`config.mk`:
```
export PLATFORM = sky130hd
export DESIGN_NAME = dnp_port
export DESIGN_NICKNAME = d
export VERILOG_FILES = /design/src/dnp_dummy_never.sv /design/src/dnp_pkg.sv /design/src/dnp_init.sv /design/src/dnp_store.sv /design/src/dnp_port.sv
export VERILOG_INCLUDE_DIRS = /design/src
export SDC_FILE = /design/constraint.sdc
export NUM_CORES = 2
export LEC_CHECK = 0
export ABC_CLOCK_PERIOD_IN_PS = 3250
export BUFFER_PORTS_ARGS = -buffer_cell sky130_fd_sc_hd__buf_2
export CORE_ASPECT_RATIO = 0.75
export CORE_MARGIN = 8
export CORE_UTILIZATION = 45
export CTS_BUF_LIST = sky130_fd_sc_hd__clkbuf_16
export DETAILED_ROUTE_END_ITERATION = 10
export PLACE_DENSITY = 0.58
export SYNTH_ARGS = -nofsm -noshare
export SYNTH_HDL_FRONTEND = slang
export SYNTH_SLANG_ARGS = --single-unit
```
`constraint.sdc`:
```
create_clock -name clk_sys_i -period 3.25 [get_ports clk_sys_i]
set_input_delay 0.4875 -clock clk_sys_i [delete_from_list [all_inputs] [get_ports clk_sys_i]]
set_output_delay 0.4875 -clock clk_sys_i [all_outputs]
set_load 0.05 [all_outputs]
```
`src/dnp_defs.svh`:
```
// Notes on behaviour
// User requests initialization before first command.
// Init-done pulses one cycle after levelling.
// User drops init request on done pulse.
// Command fields valid while command valid high.
// Command ready is a one-cycle pulse.
// Command code is four bits wide.
// Repeat count 1..32; zero means 32.
// Repeats advance address by burst length.
// On-the-fly mode: 0 chop four, 1 eight.
// Burst length sampled only at acceptance.
// Write-data request; user returns word and mask.
// User word is gearing times memory width.
// One mask bit per byte suppresses write.
// Read valid marks exactly the valid cycles.
// External refresh request answered by done pulse.
// Write-levelling failure flag raised on failure.
// Read-training failure flag raised on failure.
// Termination control per chip select, active high.
// All user signals on system clock.
// Asynchronous low reset clears whole controller; the store memory is not reset, ctrl loads 2'h2 and the state registers load ST_INIT and IS_IDLE.
// User holds command fields until ready.
// Read words return in command order.
`ifndef DNP_DEFS_SVH
`define DNP_DEFS_SVH

`define DNP_DATA_W 16
`define DNP_GEAR 8
`define DNP_USER_W (`DNP_DATA_W * `DNP_GEAR)
`define DNP_MASK_W (`DNP_USER_W / 8)
`define DNP_ADDR_W 27
`define DNP_CS_W 1
`define DNP_CMD_W 4
`define DNP_BCNT_W 5
`define DNP_REP_W 6
`define DNP_REP_MAX 6'h20
`define DNP_REP_ONE 6'h01

`define DNP_CMD_READ 4'h1
`define DNP_CMD_WRITE 4'h2
`define DNP_CMD_READA 4'h3
`define DNP_CMD_WRITEA 4'h4
`define DNP_CMD_REFRESH 4'h5

`define DNP_STEP_BC4 27'h0000004
`define DNP_STEP_BL8 27'h0000008

`define DNP_STORE_AW 4
`define DNP_STORE_LSB 2

`define DNP_REG_AW 4
`define DNP_REG_DW 8
`define DNP_REG_CTRL 4'h0
`define DNP_REG_STAT 4'h1
`define DNP_CTRL_OFLY 0
`define DNP_CTRL_BL8 1
`define DNP_CTRL_RST 2'h2
`define DNP_STAT_DONE 0
`define DNP_STAT_WL 1
`define DNP_STAT_RT 2
`define DNP_STAT_BUSY 3

`define DNP_TMR_W 12
`define DNP_CLK_NS 8
`define DNP_INIT_NS 2000
`define DNP_LVL_NS 800
`define DNP_TRFC_NS 160

`endif

```
`src/dnp_dummy_never.sv`:
```
`timescale 1ns/1ns
`default_nettype none
`default_nettype wire

```
`src/dnp_pkg.sv`:
```
`default_nettype none
`include "dnp_defs.svh"
package dnp_pkg;
	typedef enum logic [6:0] {
		ST_INIT = 7'h01,
		ST_IDLE = 7'h02,
		ST_ACC = 7'h04,
		ST_WR_REQ = 7'h08,
		ST_WR_DAT = 7'h10,
		ST_RD = 7'h20,
		ST_REF = 7'h40
	} dnp_state_t;

	typedef enum logic [3:0] {
		IS_IDLE = 4'h1,
		IS_MEM = 4'h2,
		IS_LVL = 4'h4,
		IS_DONE = 4'h8
	} dnp_init_state_t;

	// Least times round up to whole cycles, never below one.
	function automatic logic [`DNP_TMR_W-1:0] dnp_cycles(input int unsigned ns);
		int unsigned c;
		c = (ns + `DNP_CLK_NS - 1) / `DNP_CLK_NS;
		if (c == 0) begin
			c = 1;
		end
		return c[`DNP_TMR_W-1:0];
	endfunction
endpackage
`default_nettype wire

```
`src/dnp_init.sv`:
```
`timescale 1ns/1ns
`default_nettype none
`include "dnp_defs.svh"
module dnp_init import dnp_pkg::*; (
	input wire logic clk_sys_i,
	input wire logic rst_n_i,
	input wire logic init_start_i,
	input wire logic phy_wl_fail_i,
	input wire logic phy_rt_fail_i,
	output logic done_pulse_o,
	output logic ready_o,
	output logic write_levelling_failure,
	output logic read_training_failure
);
	typedef struct packed {
		dnp_init_state_t st;
		logic [`DNP_TMR_W-1:0] tmr;
		logic [1:0] wl_sync;
		logic [1:0] rt_sync;
		logic done;
		logic ready;
		logic wl_err;
		logic rt_err;
	} dnp_init_s_t;

	dnp_init_s_t q, d;

	always_comb begin
		d = q;
		d.done = 1'b0;
		// Failure pins come from the PHY domain; two stages before use.
		d.wl_sync = {q.wl_sync[0], phy_wl_fail_i};
		d.rt_sync = {q.rt_sync[0], phy_rt_fail_i};
		case (q.st)
			IS_IDLE: begin
				if (init_start_i) begin
					d.st = IS_MEM;
					d.tmr = dnp_cycles(`DNP_INIT_NS);
				end
			end
			IS_MEM: begin
				d.tmr = q.tmr - 1'b1;
				if (q.tmr == `DNP_TMR_W'(1)) begin
					d.st = IS_LVL;
					d.tmr = dnp_cycles(`DNP_LVL_NS);
				end
			end
			IS_LVL: begin
				d.tmr = q.tmr - 1'b1;
				if (q.tmr == `DNP_TMR_W'(1)) begin
					d.st = IS_DONE;
					d.done = 1'b1;
					d.ready = 1'b1;
					d.wl_err = q.wl_sync[1];
					d.rt_err = q.rt_sync[1];
				end
			end
			IS_DONE: begin
				d.st = IS_DONE;
			end
			default: begin
				d.st = IS_IDLE;
			end
		endcase
	end

	always_ff @(posedge clk_sys_i or negedge rst_n_i) begin
		if (!rst_n_i) begin
			q <= '{st: IS_IDLE, default: '0};
		end else begin
			q <= d;
		end
	end

	assign done_pulse_o = q.done;
	assign ready_o = q.ready;
	assign write_levelling_failure = q.wl_err;
	assign read_training_failure = q.rt_err;
endmodule
`default_nettype wire

```
`src/dnp_store.sv`:
```
`timescale 1ns/1ns
`default_nettype none
`include "dnp_defs.svh"
module dnp_store import dnp_pkg::*; (
	input wire logic clk_sys_i,
	input wire logic rst_n_i,
	input wire logic wr_en_i,
	input wire logic rd_en_i,
	input wire logic [`DNP_STORE_AW-1:0] idx_i,
	input wire logic [`DNP_USER_W-1:0] wdata_i,
	input wire logic [`DNP_MASK_W-1:0] wmask_i,
	output logic [`DNP_USER_W-1:0] rdata_o
);
	logic [`DNP_USER_W-1:0] mem [0:(1<<`DNP_STORE_AW)-1];
	logic [`DNP_USER_W-1:0] rdata_q, rdata_d;

	// Mask bit set keeps the old byte.
	always_ff @(posedge clk_sys_i) begin
		if (wr_en_i) begin
			for (int b = 0; b < `DNP_MASK_W; b++) begin
				if (!wmask_i[b]) begin
					mem[idx_i][b*8 +: 8] <= wdata_i[b*8 +: 8];
				end
			end
		end
	end

	always_comb begin
		rdata_d = rdata_q;
		if (rd_en_i) begin
			rdata_d = mem[idx_i];
		end
	end

	always_ff @(posedge clk_sys_i or negedge rst_n_i) begin
		if (!rst_n_i) begin
			rdata_q <= '0;
		end else begin
			rdata_q <= rdata_d;
		end
	end

	assign rdata_o = rdata_q;

	property p_mask_keeps;
		@(posedge clk_sys_i) disable iff (!rst_n_i)
		(wr_en_i && wmask_i[0]) |=> (mem[$past(idx_i)][7:0] == $past(mem[idx_i][7:0]));
	endproperty
	a_mask_keeps: assert property (p_mask_keeps) else $error("masked byte was written");
endmodule
`default_nettype wire

```
`src/dnp_port.sv`:
```
`timescale 1ns/1ns
`default_nettype none
`include "dnp_defs.svh"
module dnp_port import dnp_pkg::*; (
	input wire logic clk_sys_i,
	input wire logic rst_n_i,
	input wire logic init_start_i,
	output logic init_done_o,
	input wire logic cmd_valid_i,
	output logic cmd_rdy_o,
	input wire logic [`DNP_CMD_W-1:0] cmd_i,
	input wire logic [`DNP_BCNT_W-1:0] cmd_burst_cnt_i,
	input wire logic ofly_burst_len_i,
	input wire logic [`DNP_ADDR_W-1:0] addr_i,
	output logic datain_rdy_o,
	input wire logic [`DNP_USER_W-1:0] write_data_i,
	input wire logic [`DNP_MASK_W-1:0] data_mask_i,
	output logic [`DNP_USER_W-1:0] read_data_o,
	output logic read_data_valid_o,
	input wire logic ext_auto_ref_i,
	output logic ext_auto_ref_ack_o,
	output logic write_levelling_failure_o,
	output logic read_training_failure_o,
	output logic [`DNP_CS_W-1:0] memory_termination_control_o,
	input wire logic phy_wl_fail_i,
	input wire logic phy_rt_fail_i,
	input wire logic [`DNP_REG_AW-1:0] reg_addr_i,
	input wire logic [`DNP_REG_DW-1:0] reg_wdata_i,
	input wire logic reg_we_i,
	input wire logic reg_re_i,
	output logic [`DNP_REG_DW-1:0] reg_rdata_o
);
	////////////////////////////////////////////////////////////////////////////////
	// State.

	typedef struct packed {
		dnp_state_t st;
		logic init_done;
		logic wl_err;
		logic rt_err;
		logic cmd_rdy;
		logic din_rdy;
		logic rd_pend;
		logic rd_valid;
		logic [`DNP_USER_W-1:0] rd_data;
		logic ref_ack;
		logic ext_ref;
		logic [`DNP_CS_W-1:0] odt;
		logic [`DNP_CMD_W-1:0] cmd;
		logic [`DNP_ADDR_W-1:0] addr;
		logic [`DNP_ADDR_W-1:0] step;
		logic [`DNP_REP_W-1:0] rem;
		logic [`DNP_TMR_W-1:0] tmr;
		logic [1:0] ctrl;
		logic [`DNP_REG_DW-1:0] reg_rdata;
	} dnp_port_s_t;

	dnp_port_s_t q, d;

	logic init_pulse;
	logic init_ready;
	logic init_wl_err;
	logic init_rt_err;
	logic [`DNP_USER_W-1:0] store_rdata;
	logic store_wr;
	logic store_rd;
	logic accept;

	function automatic logic [`DNP_REP_W-1:0] rep_count(input logic [`DNP_BCNT_W-1:0] c);
		// Zero stands for the largest repeat count.
		return (c == '0) ? `DNP_REP_MAX : {1'b0, c};
	endfunction

	function automatic logic [`DNP_ADDR_W-1:0] burst_step(input logic [1:0] ctrl, input logic ofly);
		logic bl8;
		bl8 = ctrl[`DNP_CTRL_OFLY] ? ofly : ctrl[`DNP_CTRL_BL8];
		return bl8 ? `DNP_STEP_BL8 : `DNP_STEP_BC4;
	endfunction

	////////////////////////////////////////////////////////////////////////////////
	// Initialization sequencing and the backing store.

	dnp_init u_init (
		.clk_sys_i(clk_sys_i),
		.rst_n_i(rst_n_i),
		.init_start_i(init_start_i),
		.phy_wl_fail_i(phy_wl_fail_i),
		.phy_rt_fail_i(phy_rt_fail_i),
		.done_pulse_o(init_pulse),
		.ready_o(init_ready),
		.write_levelling_failure(init_wl_err),
		.read_training_failure(init_rt_err)
	);

	// Writes go straight from the user port into the store in the data cycle.
	assign store_wr = (q.st == ST_WR_DAT);
	assign store_rd = (q.st == ST_RD);

	dnp_store u_store (
		.clk_sys_i(clk_sys_i),
		.rst_n_i(rst_n_i),
		.wr_en_i(store_wr),
		.rd_en_i(store_rd),
		.idx_i(q.addr[`DNP_STORE_LSB +: `DNP_STORE_AW]),
		.wdata_i(write_data_i),
		.wmask_i(data_mask_i),
		.rdata_o(store_rdata)
	);

	assign accept = (q.st == ST_ACC) && cmd_valid_i;

	////////////////////////////////////////////////////////////////////////////////
	// Command sequencer.

	always_comb begin
		d = q;
		d.init_done = init_pulse;
		d.wl_err = init_wl_err;
		d.rt_err = init_rt_err;
		d.cmd_rdy = 1'b0;
		d.din_rdy = 1'b0;
		d.ref_ack = 1'b0;
		d.rd_pend = store_rd;
		// The store answers one cycle after a read; data are re-registered so that
		// the port is driven from a flop, which keeps words in issue order.
		d.rd_valid = q.rd_pend;
		if (q.rd_pend) begin
			d.rd_data = store_rdata;
		end
		d.odt = '0;
		d.reg_rdata = '0;

		case (q.st)
			ST_INIT: begin
				if (init_ready) begin
					d.st = ST_IDLE;
				end
			end
			ST_IDLE: begin
				if (cmd_valid_i) begin
					d.cmd_rdy = 1'b1;
					d.st = ST_ACC;
				end else if (ext_auto_ref_i && !q.ref_ack) begin
					// The user drops its request on the edge that samples the acknowledge, so
					// the stale level seen in that cycle must not start a second refresh.
					d.st = ST_REF;
					d.ext_ref = 1'b1;
					d.tmr = dnp_cycles(`DNP_TRFC_NS);
				end
			end
			ST_ACC: begin
				d.st = ST_IDLE;
				// Fields and burst length are captured only with ready high.
				if (cmd_valid_i) begin
					d.cmd = cmd_i;
					d.addr = addr_i;
					d.rem = rep_count(cmd_burst_cnt_i);
					d.step = burst_step(q.ctrl, ofly_burst_len_i);
					case (cmd_i)
						`DNP_CMD_WRITE, `DNP_CMD_WRITEA: begin
							d.st = ST_WR_REQ;
							d.din_rdy = 1'b1;
							d.odt = '1;
						end
						`DNP_CMD_READ, `DNP_CMD_READA: begin
							d.st = ST_RD;
						end
						`DNP_CMD_REFRESH: begin
							d.st = ST_REF;
							d.ext_ref = 1'b0;
							d.tmr = dnp_cycles(`DNP_TRFC_NS);
						end
						default: begin
							d.st = ST_IDLE;
						end
					endcase
				end
			end
			ST_WR_REQ: begin
				d.st = ST_WR_DAT;
				d.odt = '1;
			end
			ST_WR_DAT: begin
				if (q.rem == `DNP_REP_ONE) begin
					d.st = ST_IDLE;
				end else begin
					d.rem = q.rem - 1'b1;
					d.addr = q.addr + q.step;
					d.st = ST_WR_REQ;
					d.din_rdy = 1'b1;
					d.odt = '1;
				end
			end
			ST_RD: begin
				if (q.rem == `DNP_REP_ONE) begin
					d.st = ST_IDLE;
				end else begin
					d.rem = q.rem - 1'b1;
					d.addr = q.addr + q.step;
				end
			end
			ST_REF: begin
				d.tmr = q.tmr - 1'b1;
				if (q.tmr == `DNP_TMR_W'(1)) begin
					d.st = ST_IDLE;
					d.ref_ack = q.ext_ref;
					d.ext_ref = 1'b0;
				end
			end
			default: begin
				d.st = ST_INIT;
			end
		endcase

		////////////////////////////////////////////////////////////////////////////////
		// Register port: control steers burst length, status shows core state.

		if (reg_we_i && (reg_addr_i == `DNP_REG_CTRL)) begin
			d.ctrl = reg_wdata_i[1:0];
		end
		if (reg_re_i) begin
			case (reg_addr_i)
				`DNP_REG_CTRL: begin
					d.reg_rdata[1:0] = q.ctrl;
				end
				`DNP_REG_STAT: begin
					d.reg_rdata[`DNP_STAT_DONE] = init_ready;
					d.reg_rdata[`DNP_STAT_WL] = q.wl_err;
					d.reg_rdata[`DNP_STAT_RT] = q.rt_err;
					d.reg_rdata[`DNP_STAT_BUSY] = (q.st != ST_IDLE);
				end
				default: begin
					d.reg_rdata = '0;
				end
			endcase
		end
	end

	// Everything on the one system clock, cleared by the async reset except st, which loads ST_INIT, and ctrl, which loads DNP_CTRL_RST.
	always_ff @(posedge clk_sys_i or negedge rst_n_i) begin
		if (!rst_n_i) begin
			q <= '{st: ST_INIT, ctrl: `DNP_CTRL_RST, default: '0};
		end else begin
			q <= d;
		end
	end

	assign init_done_o = q.init_done;
	assign cmd_rdy_o = q.cmd_rdy;
	assign datain_rdy_o = q.din_rdy;
	assign read_data_o = q.rd_data;
	assign read_data_valid_o = q.rd_valid;
	assign ext_auto_ref_ack_o = q.ref_ack;
	assign write_levelling_failure_o = q.wl_err;
	assign read_training_failure_o = q.rt_err;
	assign memory_termination_control_o = q.odt;
	assign reg_rdata_o = q.reg_rdata;

	////////////////////////////////////////////////////////////////////////////////
	// Checks.

	property p_init_pulse;
		@(posedge clk_sys_i) disable iff (!rst_n_i)
		$rose(init_done_o) |=> !init_done_o;
	endproperty
	a_init_pulse: assert property (p_init_pulse) else $error("init done longer than one cycle");

	property p_rdy_pulse;
		@(posedge clk_sys_i) disable iff (!rst_n_i)
		cmd_rdy_o |=> !cmd_rdy_o;
	endproperty
	a_rdy_pulse: assert property (p_rdy_pulse) else $error("command ready longer than one cycle");

	property p_rdy_cause;
		@(posedge clk_sys_i) disable iff (!rst_n_i)
		cmd_rdy_o |-> $past(cmd_valid_i) && $past(q.st == ST_IDLE);
	endproperty
	a_rdy_cause: assert property (p_rdy_cause) else $error("ready without a valid command");

	property p_rep_zero;
		@(posedge clk_sys_i) disable iff (!rst_n_i)
		(accept && cmd_burst_cnt_i == '0 && cmd_i == `DNP_CMD_READ) |=> (q.rem == `DNP_REP_MAX) && (q.st == ST_RD);
	endproperty
	a_rep_zero: assert property (p_rep_zero) else $error("zero count did not give full repeats");

	property p_addr_step;
		@(posedge clk_sys_i) disable iff (!rst_n_i)
		(q.st == ST_RD && q.rem != `DNP_REP_ONE) |=> (q.addr == $past(q.addr) + $past(q.step));
	endproperty
	a_addr_step: assert property (p_addr_step) else $error("repeat address did not advance");

	property p_ofly_len;
		@(posedge clk_sys_i) disable iff (!rst_n_i)
		(accept && q.ctrl[`DNP_CTRL_OFLY]) |=>
			(q.step == ($past(ofly_burst_len_i) ? `DNP_STEP_BL8 : `DNP_STEP_BC4));
	endproperty
	a_ofly_len: assert property (p_ofly_len) else $error("burst length input not honoured");

	property p_rd_valid;
		@(posedge clk_sys_i) disable iff (!rst_n_i)
		read_data_valid_o |-> $past(store_rd, 2);
	endproperty
	a_rd_valid: assert property (p_rd_valid) else $error("read valid without a read issued");

	property p_rd_issue;
		@(posedge clk_sys_i) disable iff (!rst_n_i)
		store_rd |-> ##2 read_data_valid_o;
	endproperty
	a_rd_issue: assert property (p_rd_issue) else $error("issued read gave no data");

	property p_ref_ack;
		@(posedge clk_sys_i) disable iff (!rst_n_i)
		(q.st == ST_IDLE && !cmd_valid_i && ext_auto_ref_i && !ext_auto_ref_ack_o) |-> ##[19:21] ext_auto_ref_ack_o;
	endproperty
	a_ref_ack: assert property (p_ref_ack) else $error("refresh not acknowledged in time");

	property p_odt;
		@(posedge clk_sys_i) disable iff (!rst_n_i)
		datain_rdy_o |-> memory_termination_control_o == '1 ##1 memory_termination_control_o == '1;
	endproperty
	a_odt: assert property (p_odt) else $error("termination off during write");

	property p_fail_flags;
		@(posedge clk_sys_i) disable iff (!rst_n_i)
		init_done_o |-> (write_levelling_failure_o == init_wl_err) && (read_training_failure_o == init_rt_err);
	endproperty
	a_fail_flags: assert property (p_fail_flags) else $error("failure flags not valid at init done");
endmodule
`default_nettype wire

```
## Word level (Yosys, flattened, before mapping)

Memory sizes are Yosys's and may differ from the RTL's. A register that Yosys moved wholly into a read port is not among the register bits.
Index checks and enable logic that the tools add are counted.

- Reduce and logical (&&, ||, !) cells: 20
- Mux-type cells: 92
- Add/sub/neg operators: 4
- Equal/unequal tests: 33

Operators with widths:

| cell | count |
|---|---|
| $mux W78 | 1 |
| $pmux W12 S3 | 2 |
| $mux W1 | 58 |
| $pmux W27 S2 | 1 |
| $pmux W7 S7 | 1 |
| $mux W7 | 6 |
| $mux W12 | 3 |
| $mux W16 | 2 |
| $add A27 B27 Y27 | 1 |
| $mux W27 | 1 |
| $eq A12 B1 Y1 const B | 2 |
| $mux W4 | 6 |
| $sub A12 B1 Y12 const B | 2 |
| $pmux W7 S3 | 1 |
| $pmux W4 S4 | 1 |
| $eq A4 B1 Y1 const B | 3 |
| $eq A4 B2 Y1 const B | 3 |
| $eq A4 B3 Y1 const B | 3 |
| $mux W6 | 2 |
| $ne A2 B2 Y1 const B | 6 |
| $pmux W6 S2 | 1 |
| $ne A2 B1 Y1 const B | 5 |
| $eq A7 B1 Y1 const B | 1 |
| $eq A7 B2 Y1 const B | 1 |
| other kinds (26) | 36 |

- Logic and storage cells: 177
- Memories: 1
- Output and inout port bits: 144
- Input port bits: 202
- Flip-flop bits (word level): 255
- Bits in writable memories: 2,048

Memory list:

| name | depth | width | rd ports | clocked after memory_dff | wr ports | line | text |
|---|---|---|---|---|---|---|---|
| u_store.mem | 16 | 128 | 1 | 1 | 1 | dnp_store.sv:14 | `` logic [`DNP_USER_W-1:0] mem [0:(1<<`DNP_STORE_AW)-1]; `` |

## Depth between registers and ports, before layout

- Depth after elaboration: 5
- Mapped depth: 9
- Gate-level depth less buffers: 7

## Cells and area by module

Synthesis repeated with hierarchy kept, for this count alone.

- Cells, all modules: 5,450
- Area total of the unflattened synthesis: 93,539.7 um^2

Modules (own cells, without submodules):

| module | sequential area each (um^2) | times used | area each (um^2) | cells each |
|---|---|---|---|---|
| dnp_store | 64,702.1 | 1 | 83,755.3 | 4,648 |
| dnp_port | 4,381.7 | 1 | 8,494.4 | 681 |
| dnp_init | 601.8 | 1 | 1,290.0 | 121 |

## Worst setup path before layout

No wires, ideal clock.

- Kind: reg2reg
- Start: register q[227] (netlist bit)
- End: memory u_store.mem[10][100] (netlist bit), enable pin
- Cell stages (with the launch flop): 8
- Setup time: 0.370 ns
- Data arrival time: 2.249 ns
- Required time: 2.880 ns
- Path buffers: 3
- Setup slack: 0.631 ns
- Clock period less this slack: 2.619 ns
- Cells stage by stage: dfrtp_1 nor4_2 nand2_1 clkbuf_1 or2_2 clkbuf_1 clkbuf_1 nor2_1

- Longest elaborated chain between the ends: 3

RTL lines:

| item | line | text |
|---|---|---|
| start: declaration | dnp_port.sv:58 | `dnp_port_s_t q, d;` |
| start signal: assignment | dnp_port.sv:242 | `` q <= '{st: ST_INIT, ctrl: `DNP_CTRL_RST, default: '0}; `` |
| start signal: assignment | dnp_port.sv:244 | `q <= d;` |
| $eq A7 B5 Y1 | dnp_port.sv:96 | `assign store_wr = (q.st == ST_WR_DAT);` |
| $mux W1 | dnp_store.sv:19 | `if (wr_en_i) begin` |
| $mux W1 (not written as such) | dnp_store.sv:22 | `mem[idx_i][b*8 +: 8] <= wdata_i[b*8 +: 8];` |
| end: declaration | dnp_store.sv:14 |  |

Every way passes these cells.

==> impl_metrics.env <==
export IMPL_status="completed"
export IMPL_synthCells=4540
export IMPL_first_pass_iters=6
export IMPL_dr_total_vias=44893
export IMPL_ios=346
export IMPL_ys_flop_type="edfxtp_1"
export IMPL_via_per_inst=5.50
export IMPL_netSwitchingFraction_pct=20.1
export IMPL_netlist_area_mm2=0.0922
export IMPL_dp_hpwl_mm=139
export IMPL_synth_edff_count=2048
export IMPL_nFillCells=15979
export IMPL_wire_per_inst_um=26.3
export IMPL_pwr_share_seq_pct=54.6
export IMPL_hp_class="in2reg"
export IMPL_drtAntennaViolNets=0
export IMPL_path_cells="nor4_2 -> buf_4 -> nand3_4 -> inv_1 -> nand2b_4 -> buf_12 -> o22ai_1 -> a21o_1"
export IMPL_switching_power_mw=12.2
export IMPL_initial_utilization_pct=45.1
export IMPL_drv_slew=0
export IMPL_fmaxAchievable_mhz=348
export IMPL_cp_max_fo=54
export IMPL_yosysUniqueCellTypes=66
export IMPL_cts_inserted_buffers=226
export IMPL_leakage_nw=37.5
export IMPL_grt_remaining_overflow=0
export IMPL_critical_path_startpoint_type="flip-flop"
export IMPL_clock_sinks=2375
export IMPL_critPathArrivalTime_ns=3.64
export IMPL_netlist_area_leader_share_pct=66.7
export IMPL_first_global_vias=46535
export IMPL_die_h_um=408
export IMPL_gp_routability_congestion=0.755
export IMPL_first_iter_violations=3963
export IMPL_final_layout_size_suffix_gt1_share_pct=32.9
export IMPL_worst_slew_pin_transition_ns=0.894
export IMPL_route_detailed_drc=0
export IMPL_syn_to_final_growth_pct=17.1
export IMPL_p_int_mw=48.6
export IMPL_power_density_mw_per_mm2=563
export IMPL_register_area_mm2=0.0697
export IMPL_antenna_found_initial=19
export IMPL_clk_path_buf_depth=3
export IMPL_combinationalPowerShare_pct=1.6
export IMPL_setup_violations=0
export IMPL_cap_violations=0
export IMPL_synth_area_leader_cell="edfxtp_1"
export IMPL_grt_pass1_wl_mm=317
export IMPL_fin_tns_setup_ns=0
export IMPL_std_cell_rows=144
export IMPL_synthArstFlopShare_pct=13.8
export IMPL_tritoncts="done"
export IMPL_die_area_mm2=0.220
export IMPL_cts_setup_buffers=0
export IMPL_cts_root_buf="clkbuf_16"
export IMPL_min_period_over_period_pct=88.5
export IMPL_required_ns=4.01
export IMPL_wl_mm=215
export IMPL_cpMaxStageDelayCell="dfrtp_1"
export IMPL_peakVddDrop_mv=0.423
export IMPL_avgSynthCellArea_um2=20.3
export IMPL_core_mm2=0.204
export IMPL_multi_input_area_mm2=0.0204
export IMPL_clock_skew_final_ns=0.0254
export IMPL_clock_latency_ns=0.83
export IMPL_final_hold_viol_count=0
export IMPL_ys_seq_area_share_pct=75.6
export IMPL_critPathMaxStageDelay_ns=0.53
export IMPL_pwr_share_clk_pct=43.8
export IMPL_io_buffer_count=312
export IMPL_ys_ff_latch=2375
export IMPL_crit_type="reg2reg"
export IMPL_clkTransAtPathRegs_ns=0.07
export IMPL_cts_hold_buf=129
export IMPL_grt_max_degree=129
export IMPL_num_nets_final=5466
export IMPL_period_needed_ns=2.88
export IMPL_h_tree_depth=4
export IMPL_cts_resized=0
export IMPL_die_x_um=539
export IMPL_ys_warn_count=0
export IMPL_final_util_pct=52.8
export IMPL_grt_usage_pct=19.2
export IMPL_relSlewSlack_pct=39.8
export IMPL_rsz0062_at_grt="no"
export IMPL_synth_area_leaders="edfxtp_1 (67%), mux4_2 (13%), dfrtp_1 (8.8%), mux2i_1 (2.8%), mux2_2 (1.6%)"
export IMPL_worstSetupEndpointType="flip-flop"
[kinds of logic (layout without fill, tap and decap cells)]
kind of cell / after synthesis / in the layout / share of synthesized area [%]
DFF: 2375 / 2375 / 75.6
muxes: 906 / 906 / 17.0
adders and majority gates: 9 / 9 / 0.130
AOI/OAI and AO/OA: 357 / 357 / 2.61
and+or+nand+nor: 455 / 455 / 2.24
buffers and inverters: 424 / 1339 / 2.38
xor gates and xnor gates: 13 / 13 / 0.123
other: 1 / 14 / 0.00407
[critical path, delay by kind of cell, from the launching register on]
family | cells | cell delay (ns)
compound gates | 2 | 0.59
buf+inv | 3 | 0.88
flops | 1 | 0.53
simple gates | 3 | 0.72
[stage by stage]
step | std cells | total power, mW | cell area (µm²) | hold slack (ns) | setup slack [ns]
after floorplan | 4543 | 34.1 | 92200 | 0.192 | 0.631
after global placement | 7599 | 34.6 | 99100 | 0.338 | 0.352
after detailed placement | 7599 | 34.7 | 99100 | 0.335 | 0.315
after CTS | 8159 | 61.5 | 108000 | 0.0000643 | 0.299
after global routing | 8165 | 62.8 | 108000 | 0.0147 | 0.226
final | 8169 | 60.8 | 108000 | 0.0634 | 0.373
[registers in the layout (all words and copies together), names as in the netlist, 2 cells and up]
name / flops
u_init.q: 18
read_data_o: 128
u_store.rdata_o: 128
q: 34
u_store.mem: 2048
u_init.d: 2
reg_rdata_o: 4
[cell type report]
| class | instances | share of cell area, % |
|---|---|---|
| repair buffers | 889 | 6.27 |
| diodes | 10 | 0.0232 |
| inverters | 19 | 0.0660 |
| flip-flops and latches | 2375 | 64.5 |
| clock buffers | 232 | 5.38 |
| well taps | 2701 | 3.13 |
| multi-input cells | 1744 | 18.9 |
| clock inverters | 199 | 1.67 |
[final timing paths]
kind,from,endpoint,slack (ns),cells past startpoint
min in group asynchronous,rst_n_i,reg_rdata_o[0]$_DFF_PN0_,0.25,2
hold reg to reg,u_init.done_pulse_o$_DFF_PN0_,init_done_o$_DFF_PN0_,0.35,0
setup reg to reg,q[226]$_DFFE_PN0P_,u_store.rdata_o[113]$_DFFE_PN0P_,0.37,8
hold / removal,write_data_i[105],u_store.mem[4][105]$_DFFE_PP_,0.06,1
max in group asynchronous,rst_n_i,u_store.rdata_o[72]$_DFFE_PN0P_,2.10,3
setup / recovery,q[226]$_DFFE_PN0P_,u_store.rdata_o[113]$_DFFE_PN0P_,0.37,8
[Yosys cell counts (all sizes together) (6+ instances only)]
cell and count:
or3 7, a21o 135, or2 19, edfxtp 2048, xor2 9, ha 8
dfrtp 324, a21oi 33, inv 19, nand3 19, mux4 512, o22ai 130
nand2 39, mux2i 262, nor3 16, buf 228, o21ai 21, nor2b 15
nor2 289, mux2 132, clkbuf 177, nor3b 6, nor4 11
[power groups by stage]
stage	registers (mW)	clock network (mW)	logic, mW
global placement	33.8	0	0.786
finish	33.2	26.7	0.958
detailed placement	33.8	0	0.832
global route	33.2	28.5	1.07
floorplan	33.8	0	0.217
CTS	33.2	27.3	0.978
[metal layers]
metal / share of wire [%] / global-route usage (%) / wire, µm
met5: 0.017 / 0 / 36
met1: 46 / 28.2 / 97800
met4: 2.1 / 4.46 / 4490
met3: 5.6 / 3.53 / 12000
met2: 47 / 30.2 / 100000
[layout by cell type, fill, tap and decap left out, drive strengths merged, types with 9 or more instances in the layout]
cell and count:
a21o 135, a21oi 33, buf 760, bufinv 28, clkbuf 232, clkinv 88, clkinvlp 17, dfrtp 324
diode 10, dlygate4sd3 129, edfxtp 2048, inv 85, mux2 132, mux2i 262, mux4 512, nand2 39
nand3 19, nor2 289, nor2b 15, nor3 16, nor4 11, o21ai 21, o22ai 130, or2 19
xor2 9
(Power assumes the default switching activity.)
